==> config.mk <==
export PLATFORM = sky130hd
export DESIGN_NAME = ato_core
export DESIGN_NICKNAME = d
export VERILOG_FILES = /design/src/logic/ato_pkg.sv /design/src/logic/ato_decode.sv /design/src/logic/ato_cmp_ref.sv /design/src/logic/ato_core.sv
export SDC_FILE = /design/constraint.sdc
export NUM_CORES = 1
export LEC_CHECK = 0
export ABC_AREA = 1
export BUFFER_PORTS_ARGS = -buffer_cell sky130_fd_sc_hd__buf_2
export CAP_MARGIN = 20
export CORE_ASPECT_RATIO = 0.6
export CORE_UTILIZATION = 40
export CTS_CLUSTER_SIZE = 14
export DETAILED_ROUTE_END_ITERATION = 8
export PLACE_DENSITY = 0.58
export SYNTH_ARGS = -nofsm -noshare
export SYNTH_HDL_FRONTEND = slang
export SYNTH_SLANG_ARGS = --single-unit
==> constraint.sdc <==
create_clock -name clk -period 2.55 [get_ports clk]
set_input_delay 0 -clock clk [delete_from_list [all_inputs] [get_ports clk]]
set_output_delay 0 -clock clk [all_outputs]
set_load 0.01 [all_outputs]
==> src/logic/ato_pkg.sv <==
// shared constants and carrier types for the accumulator transfer block
`default_nettype none
package ato_pkg;
  localparam int ADDR_W = 8;
  localparam int DATA_W = 32;
  localparam int MEM_DEPTH = 16;
  // byte offsets of the software-visible registers
  localparam logic [7:0] OFF_INSTR = 8'h00;
  localparam logic [7:0] OFF_ACC = 8'h04;
  localparam logic [7:0] OFF_PTR = 8'h08;
  localparam logic [7:0] OFF_IRQ = 8'h0C;
  localparam logic [7:0] OFF_WAKE = 8'h10;
  localparam logic [7:0] OFF_TIMER = 8'h14;
  localparam logic [7:0] OFF_CONV = 8'h18;
  localparam logic [7:0] OFF_STAT = 8'h1C;
  localparam logic [1:0] MEM_PAGE = 2'h1;
  // field positions (lsb of each nibble or field)
  localparam int ACC_A_LSB = 0;
  localparam int ACC_B_LSB = 4;
  localparam int PTR_X_LSB = 0;
  localparam int PTR_Y_LSB = 4;
  localparam int PTR_Z_LSB = 8;
  localparam int PTR_D_LSB = 12;
  localparam int PTR_SP_LSB = 16;
  localparam int PTR_CY_BIT = 20;
  localparam int IRQ_V1_LSB = 0;
  localparam int IRQ_V2_LSB = 4;
  localparam int IRQ_I1_LSB = 8;
  localparam int WAKE_K0_LSB = 0;
  localparam int WAKE_K1_LSB = 4;
  localparam int WAKE_K2_LSB = 8;
  localparam int TIM_W1_LSB = 0;
  localparam int TIM_W2_LSB = 4;
  localparam int TIM_W6_LSB = 8;
  localparam int CONV_Q1_LSB = 0;
  localparam int CONV_MR_LSB = 4;
  localparam int CONV_AD_LSB = 8;
  localparam int STAT_REF_LSB = 0;
  localparam int STAT_UNK_BIT = 8;
  localparam int MODE_SEL_BIT = 3;
  // reset values
  localparam logic [3:0] RST_NIB = 4'h0;
  localparam logic [9:0] RST_AD = 10'h000;
  localparam logic [7:0] RST_REF = 8'h00;
  localparam logic [9:0] RST_OPC = 10'h000;
  // instruction words of the transfer group
  localparam logic [9:0] OPC_LOAD_REF = 10'h29D;
  localparam logic [9:0] OPC_READ_I1 = 10'h253;
  localparam logic [9:0] OPC_READ_K0 = 10'h256;
  localparam logic [9:0] OPC_READ_K1 = 10'h259;
  localparam logic [9:0] OPC_READ_K2 = 10'h25A;
  localparam logic [9:0] OPC_READ_LA = 10'h249;
  localparam logic [5:0] OPC_MEM_HI = 6'h2C;
  localparam logic [9:0] OPC_READ_MR = 10'h252;
  localparam logic [9:0] OPC_READ_Q1 = 10'h244;
  localparam logic [9:0] OPC_READ_SP = 10'h050;
  localparam logic [9:0] OPC_READ_V1 = 10'h054;
  localparam logic [9:0] OPC_READ_V2 = 10'h055;
  localparam logic [9:0] OPC_READ_W1 = 10'h24B;
  localparam logic [9:0] OPC_READ_W2 = 10'h24C;
  localparam logic [9:0] OPC_READ_W6 = 10'h250;
  localparam logic [9:0] OPC_READ_X = 10'h052;
  localparam logic [9:0] OPC_READ_Y = 10'h01F;
  localparam logic [9:0] OPC_READ_Z = 10'h053;
  localparam logic [9:0] OPC_LOAD_D = 10'h029;

  typedef enum logic [4:0] {
    OP_NOP, OP_REF, OP_I1, OP_V1, OP_V2, OP_K0, OP_K1, OP_K2, OP_LA, OP_MEM,
    OP_MR, OP_Q1, OP_SP, OP_W1, OP_W2, OP_W6, OP_X, OP_Y, OP_Z, OP_D
  } ato_op_e;

  typedef struct packed {
    logic psel;
    logic penable;
    logic pwrite;
    logic [ADDR_W-1:0] paddr;
    logic [DATA_W-1:0] pwdata;
  } ato_apb_req_s;

  typedef struct packed {
    logic [DATA_W-1:0] prdata;
    logic pready;
    logic pslverr;
  } ato_apb_rsp_s;

  typedef struct packed {
    ato_op_e op;
    logic [3:0] imm;
    logic known;
  } ato_dec_s;
endpackage
`default_nettype wire

==> src/logic/ato_decode.sv <==
// instruction word decoder for the transfer group
`timescale 1ns/10ps
`default_nettype none
module ato_decode (
  input wire logic [9:0] opcode,
  output ato_pkg::ato_dec_s dec
);
  import ato_pkg::*;

  // one-word opcodes map one to one; the memory load carries its immediate
  always_comb begin
    dec.imm = opcode[3:0];
    dec.known = 1'b1;
    dec.op = OP_NOP;
    if (opcode[9:4] == OPC_MEM_HI) begin
      dec.op = OP_MEM;
    end else begin
      unique case (opcode)
        OPC_LOAD_REF: dec.op = OP_REF;
        OPC_READ_I1: dec.op = OP_I1;
        OPC_READ_V1: dec.op = OP_V1;
        OPC_READ_V2: dec.op = OP_V2;
        OPC_READ_K0: dec.op = OP_K0;
        OPC_READ_K1: dec.op = OP_K1;
        OPC_READ_K2: dec.op = OP_K2;
        OPC_READ_LA: dec.op = OP_LA;
        OPC_READ_MR: dec.op = OP_MR;
        OPC_READ_Q1: dec.op = OP_Q1;
        OPC_READ_SP: dec.op = OP_SP;
        OPC_READ_W1: dec.op = OP_W1;
        OPC_READ_W2: dec.op = OP_W2;
        OPC_READ_W6: dec.op = OP_W6;
        OPC_READ_X: dec.op = OP_X;
        OPC_READ_Y: dec.op = OP_Y;
        OPC_READ_Z: dec.op = OP_Z;
        OPC_LOAD_D: dec.op = OP_D;
        default: dec.known = 1'b0; // words outside the group act as no-op
      endcase
    end
  end
endmodule
`default_nettype wire

==> src/logic/ato_cmp_ref.sv <==
// comparator reference register, loaded only in comparator mode
`timescale 1ns/10ps
`default_nettype none
module ato_cmp_ref (
  input wire logic clk,
  input wire logic srst,
  input wire logic load,
  input wire logic modeSel,
  input wire logic [3:0] hiNib,
  input wire logic [3:0] loNib,
  output logic [7:0] refOut
);
  import ato_pkg::*;

  logic [7:0] ref_reg;
  logic [7:0] ref_next;

  // conversion mode swallows the load entirely, so the register holds
  assign ref_next = (load && modeSel) ? {hiNib, loNib} : ref_reg; // [RULE1] [RULE2]
  assign refOut = ref_reg;

  always_ff @(posedge clk) begin
    if (srst) begin
      ref_reg <= RST_REF;
    end else begin
      ref_reg <= ref_next;
    end
  end
endmodule
`default_nettype wire

==> src/logic/ato_core.sv <==
// accumulator transfer execution unit with apb register access
// Summary of operation
// [RULE1] reference load in conversion mode changes nothing, like a no-op
// [RULE2] comparator mode: reference upper nibble from B, lower from A
// [RULE3] converter control bit 3 selects mode: 0 conversion, 1 comparator
// [RULE4] three instructions copy the two interrupt controls and extra one into A
// [RULE5] three instructions copy each wakeup control register into A
// [RULE6] result read puts low two result bits in A3..A2, zeros A1..A0
// [RULE7] memory load copies nibble at pointer to A, then X becomes X xor immediate
// [RULE8] one instruction copies clock control into A, leaving it untouched
// [RULE9] one instruction copies converter control into A
// [RULE10] stack read puts pointer in A2..A0 and clears A3
// [RULE11] three instructions copy timer controls one, two, six into A
// [RULE12] one instruction copies X into A
// [RULE13] one instruction copies Y into A
// [RULE14] Z read puts Z in A1..A0 and clears A3..A2
// [RULE15] table pointer load takes A2..A0 into D, ignoring A3
// [RULE16] each is one word, one cycle, keeps carry, never skips
//
// Implementation choices: the address map and register access over APB.
`timescale 1ns/10ps
`default_nettype none
module ato_core (
  input wire logic clk,
  input wire logic srst,
  input wire ato_pkg::ato_apb_req_s apbReq,
  output ato_pkg::ato_apb_rsp_s apbRsp,
  output logic [3:0] accOut,
  output logic [7:0] compareRef
);
  import ato_pkg::*;

  // architectural state
  logic [3:0] accA_reg;
  logic [3:0] regB_reg;
  logic [3:0] regX_reg;
  logic [3:0] regY_reg;
  logic [1:0] regZ_reg;
  logic [2:0] tabPtr_reg;
  logic [2:0] stackPtr_reg;
  logic carry_reg;
  // peripheral control registers, written by software only
  logic [3:0] irqCtlOne_reg;
  logic [3:0] irqCtlTwo_reg;
  logic [3:0] irqCtlExtra_reg;
  logic [3:0] wakeCtl0_reg;
  logic [3:0] wakeCtl1_reg;
  logic [3:0] wakeCtl2_reg;
  logic [3:0] timCtl1_reg;
  logic [3:0] timCtl2_reg;
  logic [3:0] timCtl6_reg;
  logic [3:0] convCtl_reg;
  logic [3:0] clkCtl_reg;
  logic [9:0] convResult_reg;
  logic [3:0] mem_reg [MEM_DEPTH];
  logic [9:0] lastOpc_reg;
  logic unknown_reg;
  ato_apb_rsp_s rsp_reg;
  ato_apb_rsp_s rsp_next;

  logic accessDone;
  logic wrAny;
  logic wrInstr;
  logic wrAcc;
  logic wrPtr;
  logic wrIrq;
  logic wrWake;
  logic wrTimer;
  logic wrConv;
  logic memHit;
  logic [3:0] memIdx;
  logic mapped;
  logic [31:0] wd;
  logic [31:0] readData;
  logic [3:0] memAtPtr;
  logic modeSel;
  logic exec;
  logic loadsAcc;
  logic [3:0] acc_next;
  logic [7:0] refVal;
  ato_dec_s dec;

  // apb decode: the write lands on the access edge, where pready is high
  assign accessDone = apbReq.psel & apbReq.penable & rsp_reg.pready;
  assign wrAny = accessDone & apbReq.pwrite & ~rsp_reg.pslverr;
  assign wd = apbReq.pwdata;
  assign memHit = (apbReq.paddr[7:6] == MEM_PAGE) && (apbReq.paddr[1:0] == 2'h0);
  assign memIdx = apbReq.paddr[5:2];
  assign wrInstr = wrAny && (apbReq.paddr == OFF_INSTR);
  assign wrAcc = wrAny && (apbReq.paddr == OFF_ACC);
  assign wrPtr = wrAny && (apbReq.paddr == OFF_PTR);
  assign wrIrq = wrAny && (apbReq.paddr == OFF_IRQ);
  assign wrWake = wrAny && (apbReq.paddr == OFF_WAKE);
  assign wrTimer = wrAny && (apbReq.paddr == OFF_TIMER);
  assign wrConv = wrAny && (apbReq.paddr == OFF_CONV);
  assign mapped = memHit || (apbReq.paddr == OFF_INSTR) || (apbReq.paddr == OFF_ACC) ||
                  (apbReq.paddr == OFF_PTR) || (apbReq.paddr == OFF_IRQ) ||
                  (apbReq.paddr == OFF_WAKE) || (apbReq.paddr == OFF_TIMER) ||
                  (apbReq.paddr == OFF_CONV) || (apbReq.paddr == OFF_STAT);

  // writing an instruction word executes it in that same single cycle
  assign exec = wrInstr; // [RULE16]

  ato_decode u_decode (
    .opcode(wd[9:0]),
    .dec(dec)
  );

  // data pointer addresses memory through Y
  assign memAtPtr = mem_reg[regY_reg];
  assign modeSel = convCtl_reg[MODE_SEL_BIT]; // [RULE3]

  // source selection for the accumulator
  always_comb begin
    acc_next = accA_reg;
    loadsAcc = 1'b1;
    unique case (dec.op)
      OP_I1: acc_next = irqCtlExtra_reg; // [RULE4]
      OP_V1: acc_next = irqCtlOne_reg; // [RULE4]
      OP_V2: acc_next = irqCtlTwo_reg; // [RULE4]
      OP_K0: acc_next = wakeCtl0_reg; // [RULE5]
      OP_K1: acc_next = wakeCtl1_reg; // [RULE5]
      OP_K2: acc_next = wakeCtl2_reg; // [RULE5]
      OP_LA: acc_next = {convResult_reg[1:0], 2'h0}; // [RULE6]
      OP_MEM: acc_next = memAtPtr; // [RULE7]
      OP_MR: acc_next = clkCtl_reg; // [RULE8]
      OP_Q1: acc_next = convCtl_reg; // [RULE9]
      OP_SP: acc_next = {1'b0, stackPtr_reg}; // [RULE10]
      OP_W1: acc_next = timCtl1_reg; // [RULE11]
      OP_W2: acc_next = timCtl2_reg; // [RULE11]
      OP_W6: acc_next = timCtl6_reg; // [RULE11]
      OP_X: acc_next = regX_reg; // [RULE12]
      OP_Y: acc_next = regY_reg; // [RULE13]
      OP_Z: acc_next = {2'h0, regZ_reg}; // [RULE14]
      OP_NOP, OP_REF, OP_D: loadsAcc = 1'b0;
    endcase
  end

  ato_cmp_ref u_cmp_ref (
    .clk(clk),
    .srst(srst),
    .load(exec && (dec.op == OP_REF)), // [RULE1] [RULE2]
    .modeSel(modeSel),
    .hiNib(regB_reg),
    .loNib(accA_reg),
    .refOut(refVal)
  );

  // read multiplexer; reserved bits read zero
  always_comb begin
    readData = 32'h0000_0000;
    if (memHit) begin
      readData[3:0] = mem_reg[memIdx];
    end else begin
      unique case (apbReq.paddr)
        OFF_INSTR: readData[9:0] = lastOpc_reg;
        OFF_ACC: begin
          readData[ACC_A_LSB +: 4] = accA_reg;
          readData[ACC_B_LSB +: 4] = regB_reg;
        end
        OFF_PTR: begin
          readData[PTR_X_LSB +: 4] = regX_reg;
          readData[PTR_Y_LSB +: 4] = regY_reg;
          readData[PTR_Z_LSB +: 2] = regZ_reg;
          readData[PTR_D_LSB +: 3] = tabPtr_reg;
          readData[PTR_SP_LSB +: 3] = stackPtr_reg;
          readData[PTR_CY_BIT] = carry_reg;
        end
        OFF_IRQ: begin
          readData[IRQ_V1_LSB +: 4] = irqCtlOne_reg;
          readData[IRQ_V2_LSB +: 4] = irqCtlTwo_reg;
          readData[IRQ_I1_LSB +: 4] = irqCtlExtra_reg;
        end
        OFF_WAKE: begin
          readData[WAKE_K0_LSB +: 4] = wakeCtl0_reg;
          readData[WAKE_K1_LSB +: 4] = wakeCtl1_reg;
          readData[WAKE_K2_LSB +: 4] = wakeCtl2_reg;
        end
        OFF_TIMER: begin
          readData[TIM_W1_LSB +: 4] = timCtl1_reg;
          readData[TIM_W2_LSB +: 4] = timCtl2_reg;
          readData[TIM_W6_LSB +: 4] = timCtl6_reg;
        end
        OFF_CONV: begin
          readData[CONV_Q1_LSB +: 4] = convCtl_reg;
          readData[CONV_MR_LSB +: 4] = clkCtl_reg;
          readData[CONV_AD_LSB +: 10] = convResult_reg;
        end
        OFF_STAT: begin
          readData[STAT_REF_LSB +: 8] = refVal;
          readData[STAT_UNK_BIT] = unknown_reg;
        end
        default: readData = 32'h0000_0000;
      endcase
    end
  end

  // zero-wait slave: pready rises in the access phase, data captured at setup
  always_comb begin
    rsp_next.pready = apbReq.psel & ~apbReq.penable;
    rsp_next.pslverr = apbReq.psel & ~apbReq.penable & ~mapped;
    rsp_next.prdata = (apbReq.psel & ~apbReq.penable & ~apbReq.pwrite) ? readData : 32'h0000_0000;
  end

  always_ff @(posedge clk) begin
    if (srst) begin
      rsp_reg <= '0;
    end else begin
      rsp_reg <= rsp_next;
    end
  end

  // accumulator and B; an executed transfer has priority over nothing else,
  // since a single apb write is either an instruction or a data store
  always_ff @(posedge clk) begin
    if (srst) begin
      accA_reg <= RST_NIB;
      regB_reg <= RST_NIB;
    end else if (exec && loadsAcc) begin
      accA_reg <= acc_next;
    end else if (wrAcc) begin
      accA_reg <= wd[ACC_A_LSB +: 4];
      regB_reg <= wd[ACC_B_LSB +: 4];
    end
  end

  // pointer group; carry is never touched by an instruction of this group
  always_ff @(posedge clk) begin
    if (srst) begin
      regX_reg <= RST_NIB;
      regY_reg <= RST_NIB;
      regZ_reg <= RST_NIB[1:0];
      tabPtr_reg <= RST_NIB[2:0];
      stackPtr_reg <= RST_NIB[2:0];
      carry_reg <= 1'b0;
    end else if (exec) begin
      if (dec.op == OP_MEM) begin
        regX_reg <= regX_reg ^ dec.imm; // [RULE7]
      end
      if (dec.op == OP_D) begin
        tabPtr_reg <= accA_reg[2:0]; // [RULE15]
      end
    end else if (wrPtr) begin
      regX_reg <= wd[PTR_X_LSB +: 4];
      regY_reg <= wd[PTR_Y_LSB +: 4];
      regZ_reg <= wd[PTR_Z_LSB +: 2];
      tabPtr_reg <= wd[PTR_D_LSB +: 3];
      stackPtr_reg <= wd[PTR_SP_LSB +: 3];
      carry_reg <= wd[PTR_CY_BIT];
    end
  end

  // peripheral controls: reads of them by instruction leave them as they are
  always_ff @(posedge clk) begin
    if (srst) begin
      irqCtlOne_reg <= RST_NIB;
      irqCtlTwo_reg <= RST_NIB;
      irqCtlExtra_reg <= RST_NIB;
      wakeCtl0_reg <= RST_NIB;
      wakeCtl1_reg <= RST_NIB;
      wakeCtl2_reg <= RST_NIB;
      timCtl1_reg <= RST_NIB;
      timCtl2_reg <= RST_NIB;
      timCtl6_reg <= RST_NIB;
      convCtl_reg <= RST_NIB;
      clkCtl_reg <= RST_NIB;
      convResult_reg <= RST_AD;
    end else begin
      if (wrIrq) begin
        irqCtlOne_reg <= wd[IRQ_V1_LSB +: 4];
        irqCtlTwo_reg <= wd[IRQ_V2_LSB +: 4];
        irqCtlExtra_reg <= wd[IRQ_I1_LSB +: 4];
      end
      if (wrWake) begin
        wakeCtl0_reg <= wd[WAKE_K0_LSB +: 4];
        wakeCtl1_reg <= wd[WAKE_K1_LSB +: 4];
        wakeCtl2_reg <= wd[WAKE_K2_LSB +: 4];
      end
      if (wrTimer) begin
        timCtl1_reg <= wd[TIM_W1_LSB +: 4];
        timCtl2_reg <= wd[TIM_W2_LSB +: 4];
        timCtl6_reg <= wd[TIM_W6_LSB +: 4];
      end
      if (wrConv) begin
        convCtl_reg <= wd[CONV_Q1_LSB +: 4];
        clkCtl_reg <= wd[CONV_MR_LSB +: 4]; // [RULE8]
        convResult_reg <= wd[CONV_AD_LSB +: 10];
      end
    end
  end

  // memory nibbles, one flop group per entry
  genvar gi;
  generate
    for (gi = 0; gi < MEM_DEPTH; gi++) begin : g_mem
      always_ff @(posedge clk) begin
        if (srst) begin
          mem_reg[gi] <= RST_NIB;
        end else if (wrAny && memHit && (memIdx == 4'(gi))) begin
          mem_reg[gi] <= wd[3:0];
        end
      end
    end
  endgenerate

  // trace of the last executed word, flagging ones outside the group
  always_ff @(posedge clk) begin
    if (srst) begin
      lastOpc_reg <= RST_OPC;
      unknown_reg <= 1'b0;
    end else if (exec) begin
      lastOpc_reg <= wd[9:0];
      unknown_reg <= ~dec.known;
    end
  end

  assign apbRsp = rsp_reg;
  assign accOut = accA_reg;
  assign compareRef = refVal;
endmodule
`default_nettype wire

# Word-level counts from Yosys, hierarchy flattened
# Memory sizes are Yosys's and may differ from the RTL's. A register that Yosys moved wholly into a read port is not among the register bits.
# Index checks and enable logic that the tools add are counted.
# totals
ramBits	64
ff_bits	132
out_inout_bits	46
memories	1
# op_classes
eq_ne	64
n_reduce_logical	53
n_mux	89
bitwise_logic	34
# mem_list
memory	depth	word_bits	read_ports	rd_ports_with_merged_regs	wr	line_no	text
mem_reg	16	4	2	1	16	ato_core.sv:55	logic [3:0] mem_reg [MEM_DEPTH];
# ops
op	n
10-bit equality test (second input constant)	11
4-bit two-way mux	24
5-bit case mux with 18 select lines	1
4-bit case mux with 17 select lines	1
8-bit case mux with 8 select lines	1
1-bit two-way mux	53
10-bit by 7-bit equality test with 1-bit output (second input constant)	5
5-bit by 4-bit equality test with 1-bit output (second input constant)	8
4-bit equality test (second input constant)	8
8-bit by 5-bit equality test with 1-bit output (second input constant)	4
1-bit logical AND	28
5-bit by 3-bit equality test with 1-bit output (second input constant)	4
5-bit equality test (second input constant)	4
18-bit by 1-bit != test with 1-bit output (second input constant)	1
18-bit OR reduction	1
4-bit by 3-bit equality test with 1-bit output (second input constant)	4
8-bit by 4-bit equality test with 1-bit output (second input constant)	2
1-bit bitwise OR	16
10-bit by 5-bit equality test with 1-bit output (second input constant)	1
10-bit by 6-bit equality test with 1-bit output (second input constant)	1
5-bit by 2-bit equality test with 1-bit output (second input constant)	2
1-bit inverter	10
2-bit AND reduction	5
3-bit two-way mux	3
other kinds (24)	42

# Longest topological paths before layout
# Gate-level depths: netlist of run 1.
# depth
ltp_word	12
mapped_depth	15
ltp_nobuf	14

# Modules after synthesis
# From an unflattened synthesis of run 1, not the netlist that was laid out.
# hier_totals
hier_cells	1412
hier_area_um2	9999.6
# by_module_without_submodules
mod	instances	seq_area_each_um2	cells_each	area_per_inst_um2
ato_core	1	4244.1	1251	9127.5
ato_decode	1	0.0	110	535.5
ato_cmp_ref	1	160.2	51	336.6

# Worst setup path after synthesis of run 1
# No wires, ideal clock.
# synth_path
path_type	register -> register
startpoint	reg rsp_reg, in the netlist apbRsp[1]
endpoint	mem mem_reg[5][0], enable pin
setup_slack_ps	564
arrival_time_ps	1625
path_stages_with_launch	9
path_buffers	0
period_less_slack_ps	1986
t_required_ps	2189
setup_ps	361
path_cell_list	dfxtp_1 nand2_1 nor2_1 nand3_1 nor2_1 inv_1 nor2_1 inv_1 o21ai_0
# synth_rtl
item	line_no	text
start, declared	ato_core.sv:58	ato_apb_rsp_s rsp_reg;
start signal, assigned	ato_core.sv:209	rsp_reg <= rsp_next;
end, declared	ato_core.sv:55	

# Final worst setup path of run 1
# layout_path
startpoint	in apbReq[7] (netlist bit)
endpoint	reg accA_reg[0], in the netlist accOut[0]
# layout_via
elab_chain_len	9
# layout_rtl
item	line_no	text
start, declared	ato_core.sv:26	input wire ato_pkg::ato_apb_req_s apbReq,
10-bit by 6-bit equality test with 1-bit output (tied with other cells)	ato_decode.sv:18	unique case (opcode)
5-bit case mux with 18 select lines	ato_decode.sv:18	
5-bit two-way mux (*)	ato_decode.sv:15	if (opcode[9:4] == OPC_MEM_HI) begin
5-bit by 1-bit equality test with 1-bit output (tied with other cells)	ato_core.sv:117	unique case (dec.op)
3-bit OR reduction	ato_core.sv:117	
1-bit two-way mux	ato_core.sv:117	
1-bit logical AND	ato_core.sv:219	end else if (exec && loadsAcc) begin
18-bit by 1-bit != test with 1-bit output (no source line) / 2-bit nonzero test (equally long branches)	-	
2-bit AND reduction (no source line)	-	
end signal, assigned	ato_core.sv:220	accA_reg <= acc_next;
end signal, assigned	ato_core.sv:222	accA_reg <= wd[ACC_A_LSB +: 4];
end, declared	ato_core.sv:34	logic [3:0] accA_reg;
# Mark *: on every way between the ends. The rest lies on a longest branch, timed or not.
# A chain may end at the register's enable or synchronous reset.

==> metrics.md, run 1 <==
| Metric | Value |
|---|---|
| Outcome | finished, violations left |
| Failing checks | DRC |
| Number of cells upsized or downsized after cts | 0 |
| Placed cell count | 1641 |
| Crit path max fanout | 12 |
| Die Footprint | 24300 µm² |
| Unrepaired setup endpoints after global routing | false |
| Grt total ovfl | 0 |
| Dpl ws | 256.9 ps |
| Synth Cell Area | 9464 µm² |
| Hold EP | apbRsp[0]$_SDFF_PP0_ |
| Worst rel slew slack | 0.5560 |
| Worst-path clk slew | 70 ps |
| Total Power | 6.174 mW |
| Sequential Area | 4404 µm² |
| Initial antenna violation count | 0 |
| Hold wc startpoint | apbReq[42] |
| CTS root buf | clkbuf_16 |
| Reg2Reg Capture Point | accOut[2]$_SDFFE_PP0P_ |
| Final min period | 2323 ps |
| Crit end category | flip-flop |
| Final worst path period share | 0.9111 |
| Post-route DRC | 2 |
| Layout Utilization | 0.4811 |
| Vias per Instance | 5.778 |
| Min Hold Slack | 21.39 ps |
| Worst-Margin Slew | 659.1 ps |
| Clock skew | 7.200 ps |
| FP Rows | 43 |
| Fin area | 11130 µm² |
| Drt pass-1 iters | 8 |
| Core area | 23130 µm² |
| Initial core utilization | 0.4091 |
| Port Buf Inserts | 66 |
| Postcts setup bufs | 0 |
| Hold Crit Depth | 4 |
| FF-to-FF setup slack | 310 ps |
| Hold WC Path Type | in2reg |
| Crit path required time | 2930 ps |
| Die width | 200.6 µm |
| Placer congestion estimate | 1.034 |
| Io pins | 91 |
| Iter 0 DRT Violations | 1342 |
| Worst Setup Slack, final | 226.8 ps |
| Commonest non-fill, non-tap cells in the layout | nand2_1, nand3_1, nor2_1 |
| Max-Cap Viols | 0 |
| Largest net degree at the start of global routing | 47 |
| First-pass GRT wire length | 54810 µm |
| Register bit total from synthesis | 188 |
| Combined area of the multi-input logic cells | 4303 µm² |
| Fmax | 430.4 MHz |
| Worst Reg-to-Reg Cells | 12 |
| Dpl cell area | 10340 µm² |
| Distinct cells, synth | 45 |
| DR WL/cell | 21.80 µm |
| Post-Syn Area per Cell | 7.499 µm² |
| GRT Util Overall | 0.3082 |
| PD cells | 554.7 nW/µm² |
| Chip Height | 121.1 µm |
| Largest area contributor in the netlist | dfxtp_1 |
| Max reg flops | 64 |
| Fin Setup TNS | 0 ps |
| Slew Viols, Final | 0 |
| Clock Latency Late Sink | 450 ps |
| Post-Layout Cell Count | 1696 |
| Post-DP HPWL | 27980 µm |
| Post-synth top area share | 0.2623 |
| Clock sinks | 188 |
| Hold buffers post-CTS | 23 |
| CTS tree | done |
| Maximum clock insertion buffer count | 2 |
| Antenna diodes | 0 |
| Total CTS buffers | 17 |
| Final Hold Vio Count | 0 |
| Post-Syn Instances | 1262 |
| Layout area overhead | 17.61% |
| Final Routed Wirelength | 36980 µm |
| Startpoint Class | input port |
| Arr. time, crit path | 2700 ps |
| Final setup vio count | 0 |
| Vias | 9800 |
| H-tree levels | 4 |
| Layout cell share with drive strength beyond 1 | 0.1427 |
| Vias in the first global route | 8615 |
| FILL cells | 2342 |
| Largest cells by area after synthesis | dfxtp_1, edfxtp_1, nand2_1 |
| Peak supply drop | 0.3382 mV |
| Yosys warns | 0 |
| Nets | 1413 |
| Most common cell after layout, fill and taps aside | nand2_1 |
| Post-synthesis sequential area ratio | 0.4654 |
| DRT antenna net count | 0 |
| Leak | 4.480 nW |
| Worst Path Class, Setup | in2reg |
==> per-layer routing <==
layer  part of all wire  vias up  global-route usage
met4              0.013        0             0.06870
met1               0.48     4642              0.4953
met5                  0        -                   0
met3               0.15       47              0.1079
li1                   -     4482                   -
met2               0.36      629              0.3713
==> synthesized netlist by cell type <==
cell type,number
nand4_1,16
buf_2,6
nand2_2,7
o21ai_1,4
inv_1,103
a211oi_1,5
conb_1,1
o22ai_1,6
o31ai_1,3
buf_6,2
a41oi_1,1
nand3_2,2
o21ai_0,117
nor3_2,1
o221ai_1,1
nand4_2,1
nand2_4,1
nand2_1,225
or2_2,1
nand3_1,165
inv_2,11
clkinv_1,4
clkbuf_1,48
or2_0,1
nor2_4,7
inv_4,1
nor4_1,1
and3_1,1
buf_4,14
o21ai_2,1
o2111ai_1,5
a21boi_0,1
a31oi_1,12
buf_1,3
a22oi_1,18
nor3_4,2
o211ai_1,2
a21oi_1,93
nor2_1,152
edfxtp_1,64
dfxtp_1,124
nor2_2,5
nor2_8,1
nor3_1,11
a221oi_1,12
==> where the power goes <==
group	internal (mW)	total (mW)	switching, mW
Combinational	0.115	0.414	0.298
Clock	1.41	2.62	1.21
Sequential	3.12	3.14	0.0195
==> area by class of cell <==
class | instances | share of cell area
clock inverter | 9 | 0.007869
inverter | 119 | 0.04036
tap | 315 | 0.03541
timing repair buffer | 149 | 0.09195
multi-input combinational | 893 | 0.3866
clock buffer | 23 | 0.04215
sequential | 188 | 0.3957
==> worst max path at each step <==
stage | startpoint | depth (start not counted) | slack, ps | endpoint
after CTS | apbReq[7] | 16 | 370 | accOut[0]$_SDFFE_PP0P_
final | apbReq[7] | 16 | 230 | accOut[0]$_SDFFE_PP0P_
after detailed placement | apbReq[33] | 9 | 260 | mem_reg[4][2]$_SDFFCE_PN0P_
after global routing | apbReq[7] | 16 | 40 | accOut[1]$_SDFFE_PP0P_
after floorplan | apbRsp[1]$_SDFF_PP0_ | 8 | 560 | mem_reg[5][0]$_SDFFCE_PN0P_
after global placement | apbReq[33] | 9 | 360 | mem_reg[6][1]$_SDFFCE_PN0P_
==> cells by family after synthesis <==
logic type	after synthesis	synth area share
flops	188	0.4654
simple gates	600	0.2833
compound gates	281	0.1666
other cells	1	0.0003962
buf+inv	192	0.08435
==> worst max-delay path, stage by stage <==
cell and delay, ps:
dlygate4sd3_1 550, buf_2 180, inv_4 180, nand2_4 100, nor2_2 220, buf_4 210, nand3_1 130, nand2_1 100
inv_1 60, nand3_1 100, nor2_1 60, nand2_1 160, nand3_2 280, nor2_1 160, nand2_1 80, a21oi_1 120
Power figures use the tool's default switching activity.
==> run 2, diff against run 1 <==
- CORE_UTILIZATION: 40 -> 30
- PLACE_DENSITY: 0.58 -> 0.46
- SETUP_SLACK_MARGIN: default -> 0.3
- clock period: 2.55 -> 2.15 ns (I/O delays scaled with it)
==> run 2 against run 1 <==
  * Design area is 6.7% higher
  * Core utilization is 9.1 points lower
  * Combinational power is 33% higher
  * Worst hold slack better by 13 ps
  * Sequential power is 18% higher
  * Register-to-register slack hardly changed
  * Clock skew is 4.7 ps higher
  * Global-route usage is 5.8 points lower
  * Clock power is 32% higher
  * Critical path depth is 8 lower
  * Die area is 33% higher
  * Sequential share of layout area is 2.5 points lower
  * Largest cell class is now multi-input gates
  * The flow now finishes without violations
==> metrics.md, run 2 (synthesized netlist as in run 1, its figures left out) <==
| Metric | Value |
|---|---|
| Placed cell count | 1775 |
| Worst-Margin Slew | 742.3 ps |
| Net Sw Frac | 0.2572 |
| Crit path top cell by count | nor2_1 |
| DR WL/cell | 22.01 µm |
| Crit path max fanout | 4 |
| Startpoint Class | flip-flop |
| Final worst path period share | 0.8613 |
| Maximum clock insertion buffer count | 2 |
| Vias | 9803 |
| Crit path required time | 2260 ps |
| GRT Util Overall | 0.2499 |
| Clock Latency Late Sink | 460 ps |
| Initial antenna violation count | 0 |
| PD cells | 650.3 nW/µm² |
| Crit end category | flip-flop |
| Fmax | 540.0 MHz |
| Clock skew | 11.90 ps |
| Grt total ovfl | 0 |
| Worst rel slew slack | 0.4999 |
| CP delay by family, top | simple AND/OR/NAND/NOR gates |
| Met2 routed wirelength | 13810 µm |
| Final Hold Vio Count | 0 |
| Peak supply drop | 0.4687 mV |
| Port Buf Inserts | 66 |
| Die width | 231.3 µm |
| CP peak stage delay | 380 ps |
| Final setup vio count | 0 |
| Leak | 4.789 nW |
| Top Layer Used | met4 |
| Vias per Instance | 5.331 |
| Final min period | 1852 ps |
| Most common cell after layout, fill and taps aside | nand2_1 |
| Layout area overhead | 25.49% |
| Total CTS buffers | 17 |
| Iter 0 DRT Violations | 1469 |
| Pint | 5.737 mW |
| FF-to-FF setup slack | 300 ps |
| Final Routed Wirelength | 40470 µm |
| Reg2Reg Capture Point | mem_reg[15][0]$_SDFFCE_PN0P_ |
| Crit-path cells | nand2_1, nor2_1, nand3_2, nor2_1, inv_1, nor2_1, inv_1, o21ai_1 |
| Io pins | 91 |
| Chip Height | 139.6 µm |
| Max reg flops | 64 |
| Slew Viols, Final | 0 |
| Worst Setup Slack, final | 298.3 ps |
| CTS tree | done |
| Initial core utilization | 0.3106 |
| Vias in the first global route | 8736 |
| Post-route DRC | 0 |
| Arr. time, crit path | 1970 ps |
| Critical path buffers and inverters | 2 |
| Die Footprint | 32280 µm² |
| Worst Path Class, Setup | reg2reg |
| Clock sinks | 188 |
| Crit path depth | 8 |
| Power share of the sequential group | 0.482 |
| Drt pass-1 iters | 6 |
| Hold Crit Depth | 5 |
| Layout cell share with drive strength beyond 1 | 0.1901 |
| Commonest non-fill, non-tap cells in the layout | nand2_1, nand3_1, nor2_1 |
| CTS root buf | clkbuf_16 |
| DRT antenna net count | 0 |
| Worst Reg-to-Reg Cells | 8 |
| Placer congestion estimate | 1.040 |
| Post-Layout Cell Count | 1839 |
| Max-Cap Viols | 0 |
| FILL cells | 3076 |
| Clock network power share | 0.447 |
| Dpl ws | 101.9 ps |
| Unrepaired setup endpoints after global routing | true |
| Outcome | complete, no violations |
| Hold wc startpoint | apbReq[39] |
| Part of the power in combinational logic | 0.071 |
| CP max-delay cell | o21ai_1 |
| Met3 WL | 5897 µm |
| Hold WC Path Type | in2reg |
| Hold EP | apbRsp[5]$_SDFF_PP0_ |
| FP Rows | 49 |
| Nets | 1463 |
| First-pass GRT wire length | 58190 µm |
| Worst-path clk slew | 70 ps |
| Reg2reg start | apbRsp[1]$_SDFF_PP0_ |
| Crit. Startpoint | apbRsp[1]$_SDFF_PP0_ |
| Fin Setup TNS | 0 ps |
| H-tree levels | 4 |
| Antenna diodes | 0 |
| Core area | 30470 µm² |
| Metal-1 WL | 20300 µm |
| Post-DP HPWL | 31210 µm |
| Psw | 1.986 mW |
| Largest net degree at the start of global routing | 42 |
[run 2: per-stage QoR]
| step | utilization | hold WS (ps) | power (mW) | area [µm²] |
|---|---|---|---|---|
| 5_1_grt | 0.3898 | 41.33 | 7.936 | 11880 |
| 3_3_place_gp | 0.3548 | 239.8 | 4.283 | 10810 |
| 3_5_place_dp | 0.3548 | 242.9 | 4.278 | 10810 |
| 2_1_floorplan | - | 78.47 | 4.043 | 9510 |
| 4_1_cts | 0.3842 | 6.872 | 7.728 | 11710 |
| 6_report | 0.3898 | 34.45 | 7.724 | 11880 |
[run 2: layer usage]
layer | vias to the layer above | GRT usage
li1 | 4586 | -
met1 | 4629 | 0.4024
met2 | 542 | 0.2844
met3 | 46 | 0.1123
met4 | 0 | 0.05124
met5 | - | 0
[run 2: repair_timing]
action | 4_1_cts | 5_1_grt
hold buffers | 26 | 0
gates resized for setup | 3 | 30
endpoints found under the hold margin | 43 | 0
pin swaps | 0 | 4
endpoints found under the setup margin | 11 | 86
setup buffers | 0 | 6
[run 2: power groups by stage]
stage	Sequential, mW	Combinational, mW	Clock (mW)
after floorplan	3.79	0.254	0
after global placement	3.80	0.481	0
after detailed placement	3.80	0.477	0
after CTS	3.72	0.520	3.49
after global routing	3.72	0.577	3.64
final	3.72	0.549	3.46
[run 2: worst reg2reg max path, cell delays in order, from the launching register on]
cell     delay (ps)
dfxtp_1         330
nand2_1          50
nor2_1          100
nand3_2         100
nor2_1          120
inv_1            90
nor2_1          130
inv_1           200
o21ai_1         390
[run 2: cell type report]
cell class / count / area [µm²] / share of cell area
Sequential cell: 188 / 4405 / 0.3709
Inverter: 119 / 449.2 / 0.03782
Tap cell: 408 / 510.5 / 0.04298
Clock inverter: 15 / 200.2 / 0.01686
Timing Repair Buffer: 199 / 1473 / 0.1240
Multi-Input combinational cell: 893 / 4413 / 0.3716
Clock buffer: 17 / 425.4 / 0.03582
[run 2: worst max path at each step]
stage | end | slack [ps]
CTS | regX_reg[2]$_SDFFE_PP0P_ | 300
global placement | mem_reg[9][0]$_SDFFCE_PN0P_ | 100
global route | mem_reg[7][0]$_SDFFCE_PN0P_ | 170
detailed placement | mem_reg[9][1]$_SDFFCE_PN0P_ | 100
finish | mem_reg[15][0]$_SDFFCE_PN0P_ | 300
floorplan | mem_reg[13][0]$_SDFFCE_PN0P_ | 360
